## src/design/seg_pkg.sv

```systemverilog
// package: constants and types for the servo enable and gearing block
package seg_pkg;
  // ----------------------------------------------------------------
  // register map (byte offsets)
  // ----------------------------------------------------------------
  localparam logic [7:0] SEG_OFF_CTRL = 8'h00;
  localparam logic [7:0] SEG_OFF_M2S_NUM = 8'h04;
  localparam logic [7:0] SEG_OFF_M2S_DEN = 8'h08;
  localparam logic [7:0] SEG_OFF_S2P_NUM = 8'h0C;
  localparam logic [7:0] SEG_OFF_S2P_DEN = 8'h10;
  localparam logic [7:0] SEG_OFF_CMD = 8'h14;
  localparam logic [7:0] SEG_OFF_STATUS = 8'h18;
  localparam logic [7:0] SEG_OFF_IRQ_STAT = 8'h1C;
  localparam logic [7:0] SEG_OFF_IRQ_MASK = 8'h20;
  localparam logic [7:0] SEG_OFF_POS = 8'h24;
  localparam logic [7:0] SEG_OFF_INTEG = 8'h28;
  localparam logic [7:0] SEG_OFF_FAULT = 8'h2C;
  // ----------------------------------------------------------------
  // control fields
  // ----------------------------------------------------------------
  localparam int SEG_CTRL_MODE_LSB = 0;
  localparam int SEG_CTRL_ENSW_BIT = 2;
  localparam int SEG_CTRL_DUAL_BIT = 3;
  localparam int SEG_CTRL_RESOLVER_BIT = 4;
  localparam int SEG_CTRL_RSTOPT_BIT = 5;
  localparam int SEG_CTRL_PROG_BIT = 6;
  localparam int SEG_CTRL_IGAIN_OK_BIT = 7;
  localparam logic [1:0] SEG_MODE_TORQUE = 2'h0;
  localparam logic [1:0] SEG_MODE_VELOCITY = 2'h1;
  localparam logic [1:0] SEG_MODE_POSITION = 2'h2;
  // command bits
  localparam int SEG_CMD_ENABLE_BIT = 0;
  localparam int SEG_CMD_DISABLE_BIT = 1;
  // irq bits
  localparam int SEG_IRQ_FAULT_BIT = 0;
  localparam int SEG_IRQ_ENABLED_BIT = 1;
  localparam int SEG_IRQ_DISABLED_BIT = 2;
  // ----------------------------------------------------------------
  // values
  // ----------------------------------------------------------------
  localparam logic [7:0] SEG_FAULT_ENABLE_INPUT = 8'h24;
  localparam logic [31:0] SEG_RESOLVER_COUNTS = 32'h0001_0000;
  localparam logic [31:0] SEG_RST_CTRL = 32'h0000_0000;
  localparam logic [31:0] SEG_RST_RATIO = 32'h0000_0001;
  localparam logic [3:0] SEG_MODULE_MISSING_CODE = 4'h1;
  localparam logic [3:0] SEG_MODULE_DATA_BAD_CODE = 4'h2;
  localparam logic [3:0] SEG_DISPLAY_READY_CODE = 4'h0;
  localparam logic [3:0] SEG_DISPLAY_FAULT_CODE = 4'h3;
  typedef enum logic [1:0] {SEG_ST_DISABLED, SEG_ST_ENABLED, SEG_ST_FAULT} seg_state_t;
endpackage

```

## src/design/seg_servo_core.sv

```systemverilog
// servo enable qualification and electronic gearing with AHB-Lite registers
//
// Functional notes
// - in position mode, while enabled, master pulses advance the commanded motor position through the gear ratio
// - dual-loop only honoured while position mode is selected
// - dual loop: master to second encoder, second to primary ratios
// - resolver primary uses 65536 counts per revolution for second ratio
// - dual loop: second encoder drives the integral path of compensator
// - run setting, no program: enable input active enables drive
// - run setting with program: input acts as inhibit, same as inhibit setting
// - inhibit setting: input is inhibit only; activation never enables
// - inhibit setting: program or interface enable accepted only with input active
// - enable request with input inactive raises fault 36 instead
// - input drop while enabled disables at once and raises fault 36
// - power-up display shows missing module code or bad data code
// - fault disables drive, logs number, sets fault out, clears ready
// - latched fault clears on disable or re-enable per reset option
//
// The AHB-Lite interface to the registers and the address map were chosen for this implementation.
`timescale 1ns/1ps
module seg_servo_core (
  // clock and reset
  input wire logic clk_sys_i,
  input wire logic rst_n_i,
  // ahb-lite slave
  input wire logic hsel_i,
  input wire logic [31:0] haddr_i,
  input wire logic [1:0] htrans_i,
  input wire logic hwrite_i,
  input wire logic [2:0] hsize_i,
  input wire logic [31:0] hwdata_i,
  input wire logic hready_i,
  output logic [31:0] hrdata_o,
  output logic hreadyout_o,
  output logic hresp_o,
  // master reference pulses, second encoder
  input wire logic master_step_i,
  input wire logic master_dir_i,
  input wire logic second_step_i,
  input wire logic second_dir_i,
  // enable switch and parameter module
  input wire logic enable_inhibit_input_i,
  input wire logic param_module_present_i,
  input wire logic param_module_valid_i,
  // drive status
  output logic drive_enable_o,
  output logic drive_ready_o,
  output logic run_fault_o,
  output logic [3:0] display_code_o,
  output logic irq_o
);
  import seg_pkg::*;

  // ----------------------------------------------------------------
  // bus slave
  // ----------------------------------------------------------------
  logic ph_wr;
  logic [7:0] ph_addr;
  logic [31:0] ctrl;
  logic [31:0] m2s_num;
  logic [31:0] m2s_den;
  logic [31:0] s2p_num;
  logic [31:0] s2p_den;
  logic [2:0] irq_stat;
  logic [2:0] irq_mask;
  logic [31:0] rdata;
  logic [31:0] cmd_pos;
  logic [31:0] integ;
  logic [7:0] fault_log;
  seg_state_t state;
  seg_state_t next_state;
  logic enabled;
  logic ready;
  logic fault_out;
  logic irq;
  logic [3:0] disp;
  logic power_up_done;
  logic module_missing;
  logic module_bad;
  logic in_prev;

  wire addr_phase = hsel_i & hready_i & htrans_i[1];
  wire wr_go = ph_wr;
  function automatic logic hit(input logic [7:0] a, input logic [7:0] off);
    hit = (a == off);
  endfunction
  wire wr_ctrl = wr_go & hit(ph_addr, SEG_OFF_CTRL);
  wire wr_cmd = wr_go & hit(ph_addr, SEG_OFF_CMD);
  wire wr_istat = wr_go & hit(ph_addr, SEG_OFF_IRQ_STAT);
  wire wr_imask = wr_go & hit(ph_addr, SEG_OFF_IRQ_MASK);
  wire rd_hit = addr_phase & ~hwrite_i;

  always_ff @(posedge clk_sys_i or negedge rst_n_i) begin
    if (!rst_n_i) begin
      ph_wr <= 1'b0;
      ph_addr <= 8'h00;
    end else begin
      ph_wr <= addr_phase & hwrite_i;
      ph_addr <= haddr_i[7:0];
    end
  end

  // ----------------------------------------------------------------
  // configuration registers
  // ----------------------------------------------------------------
  always_ff @(posedge clk_sys_i or negedge rst_n_i) begin
    if (!rst_n_i) begin
      ctrl <= SEG_RST_CTRL;
      m2s_num <= SEG_RST_RATIO;
      m2s_den <= SEG_RST_RATIO;
      s2p_num <= SEG_RST_RATIO;
      s2p_den <= SEG_RST_RATIO;
      irq_mask <= 3'h0;
    end else if (wr_go) begin
      if (wr_ctrl) ctrl <= hwdata_i;
      if (hit(ph_addr, SEG_OFF_M2S_NUM)) m2s_num <= hwdata_i;
      if (hit(ph_addr, SEG_OFF_M2S_DEN)) m2s_den <= hwdata_i;
      if (hit(ph_addr, SEG_OFF_S2P_NUM)) s2p_num <= hwdata_i;
      if (hit(ph_addr, SEG_OFF_S2P_DEN)) s2p_den <= hwdata_i;
      if (wr_imask) irq_mask <= hwdata_i[2:0];
    end
  end

  wire [1:0] mode = ctrl[SEG_CTRL_MODE_LSB +: 2];
  wire pos_mode = (mode == SEG_MODE_POSITION);
  wire ensw_inhibit = ctrl[SEG_CTRL_ENSW_BIT];
  wire dual = ctrl[SEG_CTRL_DUAL_BIT] & pos_mode;
  wire resolver = ctrl[SEG_CTRL_RESOLVER_BIT];
  wire rst_on_reenable = ctrl[SEG_CTRL_RSTOPT_BIT];
  wire prog_running = ctrl[SEG_CTRL_PROG_BIT];
  wire igain_ok = ctrl[SEG_CTRL_IGAIN_OK_BIT];

  // ----------------------------------------------------------------
  // enable qualification
  // ----------------------------------------------------------------
  wire in_act = enable_inhibit_input_i;
  // run setting without program makes the input a plain enable
  wire as_enable = ~ensw_inhibit & ~prog_running;
  wire in_rise = in_act & ~in_prev;
  wire in_fall = ~in_act & in_prev;
  wire req_en = wr_cmd & hwdata_i[SEG_CMD_ENABLE_BIT];
  wire req_dis = wr_cmd & hwdata_i[SEG_CMD_DISABLE_BIT];
  // inhibit behaviour: software requests only, gated by the input
  wire sw_en_ok = req_en & ~as_enable & in_act;
  wire sw_en_bad = req_en & ~as_enable & ~in_act;
  wire hw_en = as_enable & in_rise;
  wire drop = (state == SEG_ST_ENABLED) & ~in_act;
  wire go_fault = drop | sw_en_bad;
  wire fault_clr_dis = (state == SEG_ST_FAULT) & ~rst_on_reenable &
    (req_dis | (as_enable & in_fall));
  wire fault_clr_en = (state == SEG_ST_FAULT) & rst_on_reenable &
    ((req_en & in_act) | hw_en);

  always_comb begin
    next_state = state;
    case (state)
      SEG_ST_DISABLED: begin
        if (go_fault) next_state = SEG_ST_FAULT;
        else if (hw_en | sw_en_ok) next_state = SEG_ST_ENABLED;
      end
      SEG_ST_ENABLED: begin
        if (go_fault) next_state = SEG_ST_FAULT;
        else if (req_dis) next_state = SEG_ST_DISABLED;
      end
      SEG_ST_FAULT: begin
        if (fault_clr_en) next_state = SEG_ST_ENABLED;
        else if (fault_clr_dis) next_state = SEG_ST_DISABLED;
      end
      default: next_state = SEG_ST_DISABLED;
    endcase
  end

  always_ff @(posedge clk_sys_i or negedge rst_n_i) begin
    if (!rst_n_i) begin
      state <= SEG_ST_DISABLED;
      in_prev <= 1'b0;
      fault_log <= 8'h00;
    end else begin
      state <= next_state;
      in_prev <= in_act;
      if (go_fault && state != SEG_ST_FAULT) fault_log <= SEG_FAULT_ENABLE_INPUT;
    end
  end

  // ----------------------------------------------------------------
  // gearing
  // ----------------------------------------------------------------
  logic m_step;
  logic m_dir;
  logic p_step;
  logic p_dir;
  wire run_gear = (state == SEG_ST_ENABLED) & pos_mode;
  // resolver fixes primary counts per revolution
  wire [31:0] s2p_eff_num = resolver ? SEG_RESOLVER_COUNTS : s2p_num;

  seg_ratio_scaler #(.W(32)) u_master (
    .clk_sys_i(clk_sys_i),
    .rst_n_i(rst_n_i),
    .num_i(m2s_num),
    .den_i(m2s_den),
    .clear_i(~run_gear),
    .in_step_i(master_step_i),
    .in_dir_i(master_dir_i),
    .out_step_o(m_step),
    .out_dir_o(m_dir)
  );

  seg_ratio_scaler #(.W(32)) u_second (
    .clk_sys_i(clk_sys_i),
    .rst_n_i(rst_n_i),
    .num_i(s2p_eff_num),
    .den_i(s2p_den),
    .clear_i(~(run_gear & dual)),
    .in_step_i(m_step),
    .in_dir_i(m_dir),
    .out_step_o(p_step),
    .out_dir_o(p_dir)
  );

  // single loop takes motor counts straight; dual loop chains both ratios
  wire pos_step = dual ? p_step : m_step;
  wire pos_dir = dual ? p_dir : m_dir;
  // integral path sees second-encoder error only when gains are set
  wire int_on = dual & igain_ok & run_gear;

  always_ff @(posedge clk_sys_i or negedge rst_n_i) begin
    if (!rst_n_i) begin
      cmd_pos <= 32'h0000_0000;
      integ <= 32'h0000_0000;
    end else begin
      if (run_gear && pos_step) cmd_pos <= pos_dir ? cmd_pos - 32'h1 : cmd_pos + 32'h1;
      if (!int_on) integ <= 32'h0000_0000;
      else if (m_step && !(second_step_i)) integ <= m_dir ? integ - 32'h1 : integ + 32'h1;
      else if (second_step_i && !m_step) integ <= second_dir_i ? integ + 32'h1 : integ - 32'h1;
    end
  end

  // ----------------------------------------------------------------
  // power-up display
  // ----------------------------------------------------------------
  // module straps are caught one cycle after reset release
  always_ff @(posedge clk_sys_i or negedge rst_n_i) begin
    if (!rst_n_i) begin
      power_up_done <= 1'b0;
      module_missing <= 1'b0;
      module_bad <= 1'b0;
    end else if (!power_up_done) begin
      power_up_done <= 1'b1;
      module_missing <= ~param_module_present_i;
      module_bad <= param_module_present_i & ~param_module_valid_i;
    end
  end

  wire [3:0] next_disp = module_missing ? SEG_MODULE_MISSING_CODE :
    module_bad ? SEG_MODULE_DATA_BAD_CODE :
    (next_state == SEG_ST_FAULT) ? SEG_DISPLAY_FAULT_CODE : SEG_DISPLAY_READY_CODE;

  // ----------------------------------------------------------------
  // interrupts
  // ----------------------------------------------------------------
  wire [2:0] ev;
  assign ev[SEG_IRQ_FAULT_BIT] = (next_state == SEG_ST_FAULT) & (state != SEG_ST_FAULT);
  assign ev[SEG_IRQ_ENABLED_BIT] = (next_state == SEG_ST_ENABLED) & (state != SEG_ST_ENABLED);
  assign ev[SEG_IRQ_DISABLED_BIT] = (next_state == SEG_ST_DISABLED) & (state == SEG_ST_ENABLED);
  wire [2:0] clr = wr_istat ? hwdata_i[2:0] : 3'h0;

  always_ff @(posedge clk_sys_i or negedge rst_n_i) begin
    if (!rst_n_i) begin
      irq_stat <= 3'h0;
    end else begin
      irq_stat <= (irq_stat & ~clr) | ev; // set wins over clear
    end
  end

  // ----------------------------------------------------------------
  // read mux and outputs
  // ----------------------------------------------------------------
  wire [31:0] status_word = {24'h0, 1'b0, module_bad, module_missing, fault_out,
    ready, enabled, state};
  wire [7:0] ra = haddr_i[7:0];
  wire [31:0] next_rdata =
    hit(ra, SEG_OFF_CTRL) ? ctrl :
    hit(ra, SEG_OFF_M2S_NUM) ? m2s_num :
    hit(ra, SEG_OFF_M2S_DEN) ? m2s_den :
    hit(ra, SEG_OFF_S2P_NUM) ? s2p_num :
    hit(ra, SEG_OFF_S2P_DEN) ? s2p_den :
    hit(ra, SEG_OFF_STATUS) ? status_word :
    hit(ra, SEG_OFF_IRQ_STAT) ? {29'h0, irq_stat} :
    hit(ra, SEG_OFF_IRQ_MASK) ? {29'h0, irq_mask} :
    hit(ra, SEG_OFF_POS) ? cmd_pos :
    hit(ra, SEG_OFF_INTEG) ? integ :
    hit(ra, SEG_OFF_FAULT) ? {24'h0, fault_log} : 32'h0000_0000;

  always_ff @(posedge clk_sys_i or negedge rst_n_i) begin
    if (!rst_n_i) begin
      rdata <= 32'h0000_0000;
      enabled <= 1'b0;
      ready <= 1'b0;
      fault_out <= 1'b0;
      disp <= SEG_DISPLAY_READY_CODE;
      irq <= 1'b0;
    end else begin
      if (rd_hit) rdata <= next_rdata;
      enabled <= (next_state == SEG_ST_ENABLED);
      fault_out <= (next_state == SEG_ST_FAULT);
      ready <= (next_state != SEG_ST_FAULT) & power_up_done;
      disp <= next_disp;
      irq <= |(((irq_stat & ~clr) | ev) & irq_mask);
    end
  end

  assign hrdata_o = rdata;
  assign hreadyout_o = 1'b1;
  assign hresp_o = 1'b0;
  assign drive_enable_o = enabled;
  assign drive_ready_o = ready;
  assign run_fault_o = fault_out;
  assign display_code_o = disp;
  assign irq_o = irq;
endmodule // seg_servo_core

```

## src/design/seg_ratio_scaler.sv

```systemverilog
// ratio scaler: rational pulse multiplier with remainder carried forward
`timescale 1ns/1ps
module seg_ratio_scaler #(
  parameter int W = 32
) (
  // clock and reset
  input wire logic clk_sys_i,
  input wire logic rst_n_i,
  // ratio
  input wire logic [W-1:0] num_i,
  input wire logic [W-1:0] den_i,
  input wire logic clear_i,
  // pulses
  input wire logic in_step_i,
  input wire logic in_dir_i,
  output logic out_step_o,
  output logic out_dir_o
);
  logic [W:0] acc;
  logic out_step;
  logic out_dir;
  // accumulate num per input pulse; one output per den; remainder stays
  wire [W:0] sum = acc + {1'b0, num_i};
  wire [W:0] den_x = {1'b0, (den_i == '0) ? {{(W-1){1'b0}}, 1'b1} : den_i};
  wire over = (sum >= den_x);
  // ----------------------------------------------------------------
  // accumulator
  // ----------------------------------------------------------------
  always_ff @(posedge clk_sys_i or negedge rst_n_i) begin
    if (!rst_n_i) begin
      acc <= '0;
      out_step <= 1'b0;
      out_dir <= 1'b0;
    end else if (clear_i) begin
      acc <= '0;
      out_step <= 1'b0;
    end else if (in_step_i) begin
      acc <= over ? sum - den_x : sum;
      out_step <= over;
      out_dir <= in_dir_i;
    end else if (acc >= den_x) begin
      // ratio above one: drain the leftover one output per cycle
      acc <= acc - den_x;
      out_step <= 1'b1;
    end else begin
      out_step <= 1'b0;
    end
  end
  assign out_step_o = out_step;
  assign out_dir_o = out_dir;
endmodule // seg_ratio_scaler

```

## config.mk

```make
export PLATFORM = sky130hd
export DESIGN_NAME = seg_servo_core
export DESIGN_NICKNAME = d
export VERILOG_FILES = /design/src/design/seg_pkg.sv /design/src/design/seg_servo_core.sv /design/src/design/seg_ratio_scaler.sv
export SDC_FILE = /design/constraint.sdc
export NUM_CORES = 1
export LEC_CHECK = 0
export BUFFER_PORTS_ARGS = -buffer_cell sky130_fd_sc_hd__buf_2
export CELL_PAD_IN_SITES_DETAIL_PLACEMENT = 1
export CELL_PAD_IN_SITES_GLOBAL_PLACEMENT = 1
export CORE_ASPECT_RATIO = 0.5
export CORE_UTILIZATION = 40
export CTS_BUF_LIST = sky130_fd_sc_hd__clkbuf_4
export CTS_CLUSTER_SIZE = 25
export DETAILED_ROUTE_END_ITERATION = 6
export GPL_ROUTABILITY_DRIVEN = 0
export PLACE_DENSITY = 0.76
export SYNTH_ARGS = -nofsm -noshare
export SYNTH_HDL_FRONTEND = slang
export SYNTH_SLANG_ARGS = --single-unit
```

## constraint.sdc

```tcl
create_clock -name clk_sys_i -period 9.2 [get_ports clk_sys_i]
set_input_delay 1.38 -clock clk_sys_i [delete_from_list [all_inputs] [get_ports clk_sys_i]]
set_output_delay 1.38 -clock clk_sys_i [all_outputs]
set_load 0.02 [all_outputs]
```

==> flow_metrics.tcl <==
set metrics [dict create \
    status "finished with violations" \
    failed_checks "design-rule violations" \
    grt_pass1_wl_um 160000 \
    synth_cell_types 102 \
    rsz0062_at_grt "no" \
    dp.final_hpwl_um 78200 \
    hold_buffers 0 \
    cp.arrival_ns 8.05 \
    final.setup_skew_ns 0.0491 \
    worst_setup_path_end_kind "flip-flop" \
    clk_pin_slew_ns 0.07 \
    cp_max_fo 34 \
    synth_top_area_share 0.307 \
    synth_edf_count 0 \
    yosysSeqAreaShare 0.310 \
    wirelength_um 104000 \
    cts.sinks 354 \
    cpPeakStageDelay_ns 1.13 \
    initial_core_util 0.410 \
    hp-class "reg -> reg" \
    slowest_stage "dfrtp_1" \
    first_pass_iters 7 \
    fillers 8306 \
    grt_antenna_before_repair 8 \
    die_width_um 380 \
    vdd_drop_max_mv 0.0875 \
    setup_viol 0 \
    synth_commonest_cells "dfrtp_1 (350), a21oi_1 (300), nor2_1 (269)" \
    ys_ff_latch 354 \
    overflow 0 \
    fin_crit_ns 7.26 \
    layout-drive-gt1-share 0.133 \
    finalSetupTns_ns 0 \
    io_buffers 90 \
    cts_buffers 94 \
    cts_resized 0 \
    avgSynthCellArea_um2 8.68 \
    p_leak_nw 15.1 \
    dieHeight_um 191 \
    hold_viol_final 0 \
    fmax_mhz 138 \
    rows 68 \
    clk-insertion-delay-late_ns 0.92 \
    fin_util 0.447 \
    async_reset_ff_frac 1.00 \
    synth_area_leaders "dfrtp_1 (31%), ha_1 (9.8%), mux2_2 (5.5%), a21oi_1 (5.3%), xnor2_1 (3.8%)" \
    wl_per_cell_um 23.6 \
    post_cts_buffers 0 \
    num-nets-final 3680 \
    synth_area_leader_cell "dfrtp_1" \
    drv_cap 0 \
    pwr_density_cell_nw_per_um2 109 \
    start_kind "flip-flop" \
    worst_pin_slew_ns 1.19 \
    syn_area_um2 28600 \
    grt_pass1_vias 27400 \
    cp_cell_sequence "nor2b_1 > ha_1 > and4_1 > nand2_1 > or3_1 > nand3_1 > nor2_1 > o31ai_1 > a21o_1 > a21oi_1 > xnor2_1 > ha_1 > o21ai_0 > a21oi_1 > a2111oi_0 > o21a_1 > a31o_2 > o311ai_1 > a21oi_4 > buf_4 > mux2i_1 > nor2_1 > a211oi_1" \
    yosys_warnings 0 \
    dieArea_um2 72600 \
    postRouteAntennaNets 0 \
    io_pins 123 \
    vias 27000 \
    areaGrowthSynthToFinish_pct 9.04 \
    yosysMostFrequentCell "dfrtp_1" \
    max_slew_margin 0.206 \
    grt_max_degree 155 \
    grt_usage 0.281 \
    via_per_inst 6.13 \
    gr-usage-met2 0.435 \
    cts_buffer_depth 3 \
    synth_cells 3291 \
    grtUsageMet3 0.0514 \
    slew_violations 0 \
    cp_top_family "compound AO/OA/AOI/OAI gates" \
    fin_crit_sh 0.789 \
    cts_tree "built" \
    core_area_um2 69800 \
    use_met1 0.395 \
    dr.first_iter.drc_count 2387 \
    path_class "reg -> reg" \
    root_buffer "clkbuf_4" \
    htreeDepth 3 \
    drc 2 \
    grt.busiest_layer "met2" \
    path_buf_inv 1 \
    crit_required_ns 9.99 \
    synthFlopType "dfrtp_1" \
]
==> area by class of cell <==
| cell class | count | area, um2 | area share |
|---|---|---|---|
| diodes | 8 | 20.0 | 0.000642 |
| clock buffers | 139 | 1040 | 0.0335 |
| clock inverters | 36 | 183 | 0.00586 |
| inverters | 121 | 454 | 0.0146 |
| multi-input cells | 2680 | 18700 | 0.601 |
| flip-flops and latches | 354 | 8860 | 0.285 |
| well taps | 945 | 1180 | 0.0379 |
| repair buffers | 117 | 676 | 0.0217 |
==> worst paths after layout <==
kind | startpoint | to | slack (ns) | cells after the start
setup / recovery | ctrl[4]$_DFFE_PN0P_ | u_second.acc[1]$_DFFE_PN0P_ | 1.94 | 23
hold / removal | hrdata_o[19]$_DFFE_PN0P_ | hrdata_o[19]$_DFFE_PN0P_ | 0.48 | 1
setup reg to reg | ctrl[4]$_DFFE_PN0P_ | u_second.acc[1]$_DFFE_PN0P_ | 1.94 | 23
hold reg to reg | hrdata_o[19]$_DFFE_PN0P_ | hrdata_o[19]$_DFFE_PN0P_ | 0.48 | 1
max in group asynchronous | rst_n_i | u_second.acc[17]$_DFFE_PN0P_ | 7.21 | 2
min in group asynchronous | rst_n_i | display_code_o[0]$_DFF_PN0_ | 0.52 | 1
==> logic make-up (layout without fill, tap and decap cells) <==
kind of cell / Yosys count / count (layout) / synth area share
XOR/XNOR: 216 / 216 / 0.0662
other: 2 / 13 / 0.000263
adder cells (fa/ha/maj): 231 / 231 / 0.103
flip-flops: 354 / 354 / 0.310
AND/OR/NAND/NOR: 946 / 946 / 0.158
multiplexers: 191 / 191 / 0.0732
buffers and inverters: 260 / 413 / 0.0372
AO/OA/AOI/OAI: 1091 / 1091 / 0.252
==> registers in the layout (all words and copies together), names as in the netlist, 8 cells and up <==
register and cells:
m2s_num 32, u_master.acc 33, cmd_pos 32, ctrl 32, u_second.acc 33, hrdata_o 32
integ 32, s2p_num 32, s2p_den 32, m2s_den 32, ph_addr 8
==> worst register-to-register path, stage by stage (launching register included) <==
cell and delay, ns:
dfrtp_1 1.13, nor2b_1 0.15, ha_1 0.45, and4_1 0.33, nand2_1 0.10, or3_1 0.31, nand3_1 0.29, nor2_1 0.12
o31ai_1 0.40, a21o_1 0.18, a21oi_1 0.07, xnor2_1 0.31, ha_1 0.35, o21ai_0 0.18, a21oi_1 0.06, a2111oi_0 0.40
o21a_1 0.26, a31o_2 0.17, o311ai_1 0.28, a21oi_4 0.76, buf_4 0.36, mux2i_1 0.21, nor2_1 0.05, a211oi_1 0.23
==> stage by stage <==
stage          setup slack [ns]  instance area, um2  hold slack [ns]  instances  power [mW]
2_1_floorplan              4.15               28600            0.441       3294        1.78
3_3_place_gp               2.25               29900            0.456       4217        1.91
3_5_place_dp               2.09               29900            0.462       4217        1.92
4_1_cts                    2.07               31100            0.478       4392        3.43
5_1_grt                    1.45               31200            0.491       4400        3.53
6_report                   1.94               31200            0.477       4400        3.41
==> report_power, final <==
part           internal [mW]  switching (mW)
sequential              1.58          0.0338
combinational         0.0900           0.195
clock                  0.724           0.786
==> cell usage in the layout (no fill, tap or decap), drive strengths merged, types with 32 or more instances in the layout <==
master,instances
mux2,140
inv,121
nand2b,36
a31oi,38
dfrtp,350
clkbuf,139
nand4,32
a22oi,34
o21ai,218
xnor2,125
nor2,270
a211oi,110
buf,117
xor2,91
and3,33
nor4,34
nor3,57
nor2b,66
ha,224
nand3,70
clkinv,34
a21o,114
mux2i,51
nand2,261
a21oi,303
==> metal layers <==
metal | vias to the layer above | wire [um]
met5 | - | 0
met4 | 0 | 2820
met3 | 191 | 7310
met2 | 888 | 45200
met1 | 13500 | 48300
li1 | 12400 | -
Power figures use the tool's default switching activity.
